<file path="src/tmo_map.svh">
// constants for the timer output mode logic
`ifndef TMO_MAP_SVH
`define TMO_MAP_SVH
`define TMO_CLK_HZ        10000000
`define TMO_TICK_US       1000
`define TMO_TICK_CYC      ((`TMO_CLK_HZ / 1000000) * `TMO_TICK_US)
`define TMO_CNT_W         16
`define TMO_SET_RST       16'h0000
`define TMO_MIN_SET_MS    100
`endif

</file>
<file path="src/tmo_pkg.sv">
// types for the timer output mode logic
package tmo_pkg;
   typedef enum logic [1:0] {TMO_ON_DELAY, TMO_OFF_DELAY, TMO_INTERVAL} tmo_mode_e;
   typedef enum logic [1:0] {TMO_IDLE, TMO_TIMING, TMO_DONE} tmo_state_e;
endpackage

</file>
<file path="src/tmo_tick_if.sv">
// carrier between the time base and the mode logic
`timescale 1ns/10ps
interface tmo_tick_if;
   logic tick;
   modport src (output tick);
   modport dst (input tick);
endinterface

</file>
<file path="src/tmo_sync.sv">
// two-flop synchroniser for pin inputs
`timescale 1ns/10ps
module tmo_sync
(
   input  wire logic clk_sys,
   input  wire logic rstn,
   input  wire logic d_in,
   output logic      q_out
);
   logic meta_reg;

   always_ff @(posedge clk_sys or negedge rstn)
   begin
      if (!rstn)
      begin
         meta_reg <= 1'b0;
         q_out    <= 1'b0;
      end
      else
      begin
         meta_reg <= d_in;
         q_out    <= meta_reg;
      end
   end
endmodule

</file>
<file path="src/tmo_time_base.sv">
// internal time base producing one-cycle tick enables
`timescale 1ns/10ps
`include "tmo_map.svh"
module tmo_time_base
#(
   parameter int TICK_CYC = `TMO_TICK_CYC
)
(
   input  wire logic clk_sys,
   input  wire logic rstn,
   tmo_tick_if.src   tb
);
   logic [31:0] div_reg;

   always_ff @(posedge clk_sys or negedge rstn)
   begin
      if (!rstn)
      begin
         div_reg <= 32'h0000_0000;
         tb.tick <= 1'b0;
      end
      else if (div_reg >= 32'(TICK_CYC - 1))
      begin
         div_reg <= 32'h0000_0000;
         tb.tick <= 1'b1;
      end
      else
      begin
         div_reg <= div_reg + 32'h0000_0001;
         tb.tick <= 1'b0;
      end
   end
endmodule

</file>
<file path="src/tmo_timer.sv">
// timer output mode logic: on-delay, signal off-delay and interval modes
// Behaviour
// - in on-delay mode start changes are ignored while timing runs.
// - in on-delay mode timing begins on the rising edge of start.
// - in on-delay mode the output comes on at time-up and stays on until reset.
// - in on-delay and interval modes a start already on at power-up or at reset release begins timing at once.
// - in off-delay mode the output is on while start is on, unless reset is active.
// - in off-delay mode time-up clears timing and turns the output off.
// - in off-delay mode with set time zero the output follows start alone.
// - in off-delay mode start stays live while timing and restarts the delay.
// - in off-delay mode power-up discards elapsed time and returns to idle.
// - in interval mode power-up discards time and start on begins a new measurement.
// - in interval mode the output goes off when elapsed time reaches set time.
// - in interval mode power-up resets timing instead of resuming a count.
`timescale 1ns/10ps
`include "tmo_map.svh"
module tmo_timer
import tmo_pkg::*;
#(
   parameter int CNT_W    = `TMO_CNT_W,
   parameter int TICK_CYC = `TMO_TICK_CYC
)
(
   input  wire logic             clk_sys,
   input  wire logic             rstn,
   input  wire logic             start_pin,
   input  wire logic             reset_pin,
   input  wire tmo_mode_e        mode,
   input  wire logic             count_down,
   input  wire logic [CNT_W-1:0] set_value,
   output logic                  ctrl_out,
   output logic                  timing,
   output logic [CNT_W-1:0]      present_value
);
   tmo_tick_if tb_if ();
   logic             start_s;
   logic             reset_s;
   logic             start_d_reg;
   logic             first_reg;
   tmo_state_e       state_reg;
   logic [CNT_W-1:0] elapsed_reg;
   logic             start_rise;
   logic             time_up;
   logic             out_next;

   tmo_time_base #(.TICK_CYC(TICK_CYC)) u_tb
   (
      .clk_sys (clk_sys),
      .rstn    (rstn),
      .tb      (tb_if.src)
   );

   tmo_sync u_sync_start
   (
      .clk_sys (clk_sys),
      .rstn    (rstn),
      .d_in    (start_pin),
      .q_out   (start_s)
   );

   tmo_sync u_sync_reset
   (
      .clk_sys (clk_sys),
      .rstn    (rstn),
      .d_in    (reset_pin),
      .q_out   (reset_s)
   );

   // elapsed count shown in the chosen direction
   function automatic logic [CNT_W-1:0] shown(input logic dn, input logic [CNT_W-1:0] e,
                                             input logic [CNT_W-1:0] s);
      shown = dn ? (s - e) : e;
   endfunction

   // first cycle after power-up: first_reg holds start_rise off, so no edge counts in that cycle
   always_ff @(posedge clk_sys or negedge rstn)
   begin
      if (!rstn)
         first_reg <= 1'b1;
      else
         first_reg <= 1'b0;
   end

   // previous start level; forced low during reset so release with start on acts as an edge
   always_ff @(posedge clk_sys or negedge rstn)
   begin
      if (!rstn)
         start_d_reg <= 1'b0;
      else if (reset_s)
         start_d_reg <= 1'b0;
      else
         start_d_reg <= start_s;
   end

   assign start_rise = start_s && !start_d_reg && !first_reg;
   assign time_up    = (elapsed_reg >= set_value);

   // timing state and elapsed count
   always_ff @(posedge clk_sys or negedge rstn)
   begin
      if (!rstn)
      begin
         state_reg   <= TMO_IDLE;
         elapsed_reg <= '0;
      end
      else if (reset_s)
      begin
         state_reg   <= TMO_IDLE;
         elapsed_reg <= '0;
      end
      else
      begin
         case (state_reg)
            TMO_IDLE:
            begin
               elapsed_reg <= '0;
               if (mode == TMO_OFF_DELAY)
               begin
                  if (!start_s && start_d_reg && set_value != '0)
                     state_reg <= TMO_TIMING;
               end
               else if (start_rise)
               begin
                  state_reg <= (set_value == '0) ? TMO_DONE : TMO_TIMING;
               end
            end
            TMO_TIMING:
            begin
               if (mode == TMO_OFF_DELAY && start_s)
               begin
                  state_reg   <= TMO_IDLE;
                  elapsed_reg <= '0;
               end
               else if (tb_if.tick)
               begin
                  if (elapsed_reg + 1'b1 >= set_value)
                  begin
                     elapsed_reg <= set_value;
                     state_reg   <= (mode == TMO_OFF_DELAY) ? TMO_IDLE : TMO_DONE;
                  end
                  else
                     elapsed_reg <= elapsed_reg + 1'b1;
               end
            end
            TMO_DONE:
            begin
               if (mode == TMO_INTERVAL && start_rise)
               begin
                  state_reg   <= (set_value == '0) ? TMO_DONE : TMO_TIMING;
                  elapsed_reg <= '0;
               end
            end
            default:
               state_reg <= TMO_IDLE;
         endcase
      end
   end

   // output per mode
   always_comb
   begin
      out_next = 1'b0;
      case (mode)
         TMO_ON_DELAY:
            out_next = (state_reg == TMO_DONE);
         TMO_OFF_DELAY:
            out_next = start_s || (state_reg == TMO_TIMING) ||
                       (state_reg == TMO_IDLE && start_d_reg && set_value != '0);
         TMO_INTERVAL:
            out_next = (state_reg == TMO_TIMING) && !time_up;
         default:
            out_next = 1'b0;
      endcase
      if (reset_s)
         out_next = 1'b0;
   end

   always_ff @(posedge clk_sys or negedge rstn)
   begin
      if (!rstn)
      begin
         ctrl_out      <= 1'b0;
         timing        <= 1'b0;
         present_value <= `TMO_SET_RST;
      end
      else
      begin
         ctrl_out      <= out_next;
         timing        <= (state_reg == TMO_TIMING);
         present_value <= shown(count_down, elapsed_reg, set_value);
      end
   end
endmodule

</file>
<file path="config.mk">
export PLATFORM = sky130hd
export DESIGN_NAME = tmo_timer
export DESIGN_NICKNAME = d
export VERILOG_FILES = /design/src/tmo_pkg.sv /design/src/tmo_tick_if.sv /design/src/tmo_sync.sv /design/src/tmo_time_base.sv /design/src/tmo_timer.sv
export VERILOG_INCLUDE_DIRS = /design/src
export SDC_FILE = /design/constraint.sdc
export NUM_CORES = 1
export LEC_CHECK = 0
export ABC_AREA = 1
export BUFFER_PORTS_ARGS = -buffer_cell sky130_fd_sc_hd__buf_2
export CAP_MARGIN = 20
export CELL_PAD_IN_SITES_DETAIL_PLACEMENT = 1
export CELL_PAD_IN_SITES_GLOBAL_PLACEMENT = 2
export CORE_MARGIN = 2
export CORE_UTILIZATION = 35
export CTS_CLUSTER_DIAMETER = 120
export DETAILED_ROUTE_END_ITERATION = 12
export GPL_TIMING_DRIVEN = 0
export PLACE_DENSITY_LB_ADDON = 0.1
export SYNTH_ARGS = -nofsm -noshare
export SYNTH_HDL_FRONTEND = slang
export SYNTH_SLANG_ARGS = --single-unit
</file>
<file path="constraint.sdc">
create_clock -name clk_sys -period 3.5 [get_ports clk_sys]
set_input_delay 0.7 -clock clk_sys [delete_from_list [all_inputs] [get_ports clk_sys]]
set_output_delay 0.7 -clock clk_sys [all_outputs]
set_load 0.005 [all_outputs]
</file>
# Word-level counts from Yosys, hierarchy flattened
# Index checks and enable logic that the tools add are counted.
# classes
addsub	3
magnitude_cmp	3
eq_ne	9
n_mux	23
n_reduce_logical	22
# ops
op	n
two-way mux 16 bit	6
one-hot mux 16 bit (3 select lines)	1
adder 32 x 1 -> 32 bit (second input constant)	1
>= comparator 16 bit	2
>= comparator 32 x 14 -> 1 bit (second input constant)	1
two-way mux 32 bit	1
two-way mux 2 bit	10
adder 16 x 1 -> 16 bit (second input constant)	1
logical NOT 16 bit	1
nonzero test 16 bit	1
subtractor 16 bit	1
!= test 4 x 3 -> 1 bit (second input constant)	3
logical AND 1 bit	9
one-hot mux 2 bit (3 select lines)	1
AND reduction 5 bit	1
equality test 2 x 1 -> 1 bit (second input constant)	2
equality test 2 bit (second input constant)	2
logical NOT 1 bit	4
logical NOT 2 bit	2
!= test 4 x 2 -> 1 bit (second input constant)	1
nonzero test 4 bit	1
two-way mux 1 bit	3
!= test 3 x 2 -> 1 bit (second input constant)	1
one-hot mux 1 bit (3 select lines)	1
other kinds (2)	3
# totals
reg_bits	75
in_bits	23
out_inout_bits	18
elab_cells	73

# Longest topological paths before layout
# logic_depth
word_depth	7
depth_mapped	19
depth_no_buf	18

# Modules after synthesis
# A second synthesis with hierarchy kept.
# hier_totals
cells_unflattened	718
area_unflattened_um2	5170.0
# modules_own_cells
mod	instances	cells_per_inst	area_per_inst_um2	seq_area_each_um2
tmo_timer	1	566	3657.3	952.2
tmo_time_base	1	148	1412.6	825.8
tmo_sync	2	2	50.0	50.0

# Worst setup path before layout
# OpenSTA, ideal clock, no wires.
# synth_timing
kind	register -> register
start	register elapsed_reg[1]
end	register elapsed_reg[10]
setup_ps	117
arrival_time_ps	2396
setup_slack_ps	987
path_stages_with_launch	17
n_path_buf	1
synth_period_minus_slack_ps	2513
path_cell_list	dfrtp_1 > ha_1 > nand3_2 > nor2_1 > nand4_1 > nand2_1 > inv_1 > ha_1 > nand2_1 > inv_1 > nand3_1 > a21oi_1 > nor2_4 > clkbuf_1 > nand3_1 > nand3_2 > nand2_1
# synth_between
elab_chain_len	7
# synth_lines
item	line	text
start: declaration	tmo_timer.sv:41	logic [CNT_W-1:0] elapsed_reg;
start signal: assignment	tmo_timer.sv:138	elapsed_reg <= set_value;
start signal: assignment	tmo_timer.sv:142	elapsed_reg <= elapsed_reg + 1'b1;
adder 16 x 1 -> 16 bit *	tmo_timer.sv:136, tmo_timer.sv:142	
>= comparator 16 bit	tmo_timer.sv:136	if (elapsed_reg + 1'b1 >= set_value)
two-way mux 16 bit *	tmo_timer.sv:136	
two-way mux 16 bit *	tmo_timer.sv:134	else if (tb_if.tick)
two-way mux 16 bit *	tmo_timer.sv:129	if (mode == TMO_OFF_DELAY && start_s)
one-hot mux 16 bit (3 select lines) *	tmo_timer.sv:113	case (state_reg)
two-way mux 16 bit *	tmo_timer.sv:106	else if (reset_s)
# Every way passes the cells marked *; elsewhere a longest branch is shown, timed or not. The select of a mux whose other input is x is not followed.
# A chain may end at the register's enable or synchronous reset.

# Final worst setup path
# layout_timing
start	register elapsed_reg[0]
end	register elapsed_reg[11]
# The elaborated chain is that of the path after synthesis.

==> results.sh <==
export IMPL_status="finished clean"
export IMPL_cp_max_fo=10
export IMPL_r2r_end="elapsed_reg[11]"
export IMPL_final_util_pct=41.8
export IMPL_die_y_um=124
export IMPL_worst_setup_path_type="flip-flop to flip-flop"
export IMPL_reg2regPathDepth=16
export IMPL_die_width_um=124
export IMPL_ys_ff_latch=75
export IMPL_relSlewSlack_pct=63.2
export IMPL_synth_top_area_share_pct=36.8
export IMPL_final_max_slew_viol_count=0
export IMPL_wl_per_cell_um=15.3
export IMPL_fmax_mhz=316
export IMPL_antenna_found_initial=0
export IMPL_rsz0062_at_grt="no"
export IMPL_final_seq_area_mm2=0.00188
export IMPL_power_density_mw_per_mm2=407
export IMPL_synthArstFlopShare_pct=100
export IMPL_routed_via_count=4566
export IMPL_drive_gt1_share_pct=11.7
export IMPL_cts_buffer_depth=2
export IMPL_clk_latency_ns=0.34
export IMPL_rrSetupSlack_ns=0.33
export IMPL_cts_setup_buffers=0
export IMPL_route_detailed_drc=0
export IMPL_grt_pass1_wl_um=24100
export IMPL_synth_seq_area_share_pct=37.3
export IMPL_synth_cells_most_frequent="nand2_1, inv_1, dfrtp_1"
export IMPL_avgSynthCellArea_um2=7.36
export IMPL_grt_use_total_pct=20.5
export IMPL_tightestPinTransition_ns=0.552
export IMPL_power_leakage_nw=3.11
export IMPL_root_buffer="clkbuf_16"
export IMPL_clock_skew_ns=0.00676
export IMPL_ctsResizeCount=0
export IMPL_core_area_mm2=0.0140
export IMPL_synth_edf_count=0
export IMPL_arrival_ns=3.45
export IMPL_overflow=0
export IMPL_drtAntennaViolNets=0
export IMPL_drv_cap=0
export IMPL_post_dp_hpwl_um=11700
export IMPL_finalNetCount=816
export IMPL_fin_crit_sh_pct=90.6
export IMPL_grt_pass1_vias=4791
export IMPL_end_kind="flip-flop"
export IMPL_layout_min_cycle_time_ns=3.17
export IMPL_gp_congestion=0.821
export IMPL_r2r_start="elapsed_reg[0]"
export IMPL_dieArea_mm2=0.0154
export IMPL_ios=41
export IMPL_wirelength_um=14300
export IMPL_syn_area_mm2=0.00503
export IMPL_ir_drop_mv=0.242
export IMPL_row_count=43
export IMPL_hp_class="primary input to asynchronous set/reset pin"
export IMPL_syn2layout_area_growth_pct=16.3
export IMPL_drt_initial_drc_count=125
export IMPL_cts_tree="done"
export IMPL_n_fill_cell=1751
export IMPL_numCtsBuffers=9
export IMPL_setup_violations_final=0
export IMPL_yosys_area_top_type="dfrtp_1"
export IMPL_clock_sinks=75
export IMPL_setup_tns_ns=0
export IMPL_startpoint_type="flip-flop"
export IMPL_cp_required_ns=3.78
export IMPL_start_util_pct=36.0
export IMPL_synthTopCellsByArea="dfrtp_1, nand2_1, ha_1"
export IMPL_numPortBuffers=40
export IMPL_n_antenna_cell=0
export IMPL_cts_hold_buffers=0
export IMPL_ys_types=44
export IMPL_yosysMostFrequentCell="nand2_1"
export IMPL_grt_max_degree=59
export IMPL_yosys_warnings=0
export IMPL_vias_per_cell=4.87
export IMPL_multi_input_area_mm2=0.00278
export IMPL_synth_main_ff_cell="dfrtp_1"
export IMPL_drt_pre_antenna_iters=4
export IMPL_cts_max_level=3
export IMPL_path_clk_slew_ns=0.06
export IMPL_synthCells=684
export IMPL_hold_viol=0
export IMPL_largest_register_ffs=32
[metrics by stage]
| stage | std cells | power [mW] | hold WS [ns] | setup slack (ns) | area (um^2) |
|---|---|---|---|---|---|
| 4_1_cts | 938 | 2.42 | 0.243 | 0.271 | 5850 |
| 5_1_grt | 938 | 2.52 | 0.250 | 0.0309 | 5850 |
| 2_1_floorplan | 702 | 1.29 | 0.331 | 0.987 | 5100 |
| 3_5_place_dp | 923 | 1.47 | 0.347 | 0.282 | 5560 |
| 6_report | 938 | 2.38 | 0.240 | 0.331 | 5850 |
| 3_3_place_gp | 922 | 1.45 | 0.332 | 0.369 | 5530 |
[worst max-delay path by stage]
stage                   start               to  slack, ns  cells past startpoint
3_5_place_dp   elapsed_reg[0]  elapsed_reg[11]       0.28                     15
5_1_grt        elapsed_reg[0]  elapsed_reg[11]       0.03                     16
2_1_floorplan  elapsed_reg[1]  elapsed_reg[10]       0.99                     16
6_report       elapsed_reg[0]  elapsed_reg[11]       0.33                     16
4_1_cts        elapsed_reg[0]  elapsed_reg[12]       0.27                     15
3_3_place_gp   elapsed_reg[0]  elapsed_reg[10]       0.37                     15
[layer usage]
metal | share of wire (%) | vias up | routed length (um) | track usage [%]
met5 | 0 | - | 0 | 0
met4 | 2.0 | 0 | 285 | 7.30
met3 | 2.2 | 20 | 312 | 2.52
met2 | 50 | 52 | 7160 | 35.4
met1 | 46 | 2187 | 6570 | 26.4
li1 | - | 2307 | - | -
[where the power goes]
part / total [mW] / internal (mW) / leakage, nW / switching [mW]
clock: 0.931 / 0.568 / 0.142 / 0.363
sequential: 0.953 / 0.921 / 0.965 / 0.0323
combinational: 0.497 / 0.176 / 2.00 / 0.320
total: 2.38 / 1.66 / 3.11 / 0.716
[worst max-delay path, stage by stage, from the launching register on]
cell     delay (ns)
dfrtp_1        0.47
ha_1           0.24
nand3_2        0.14
nor2_1         0.31
nand2_1        0.15
o21ai_1        0.15
nand2_1        0.13
inv_1          0.09
ha_1           0.25
nand3_1        0.12
a21oi_1        0.08
nor2_4         0.24
nand3_2        0.25
buf_4          0.25
nand2_1        0.09
nand3_2        0.08
nand2_1        0.07
[area by class of cell]
cell class | count | area share [%]
clock buffer | 11 | 4.15
multi-input combinational | 515 | 47.5
tap | 180 | 3.85
clock inverter | 4 | 0.877
buffer | 8 | 0.941
sequential | 75 | 32.1
timing repair buffer | 41 | 3.93
inverter | 104 | 6.67
[placed cells by master, fill, tap and decap left out, drive strengths merged, types with 2 or more instances in the layout]
cell type,n
clkbuf,14
nand3b,5
o22ai,6
xnor2,2
and2,3
xor2,8
dfrtp,74
nor4,2
nor3b,3
buf,46
nand3,75
a21o,2
nand4,14
nor3,15
a21oi,25
inv,103
nor2,63
o21bai,3
or2,3
clkinv,3
a21boi,2
conb,19
nand2,207
ha,38
o21ai,17
[cells by family after synthesis]
group	synth area share (%)
and+or+nand+nor	35.7
other	0.0745
adders and majority gates	9.85
xor gates and xnor gates	1.74
DFF	37.3
AOI/OAI and AO/OA	6.46
buffers and inverters	8.83
(Power assumes the default switching activity.)
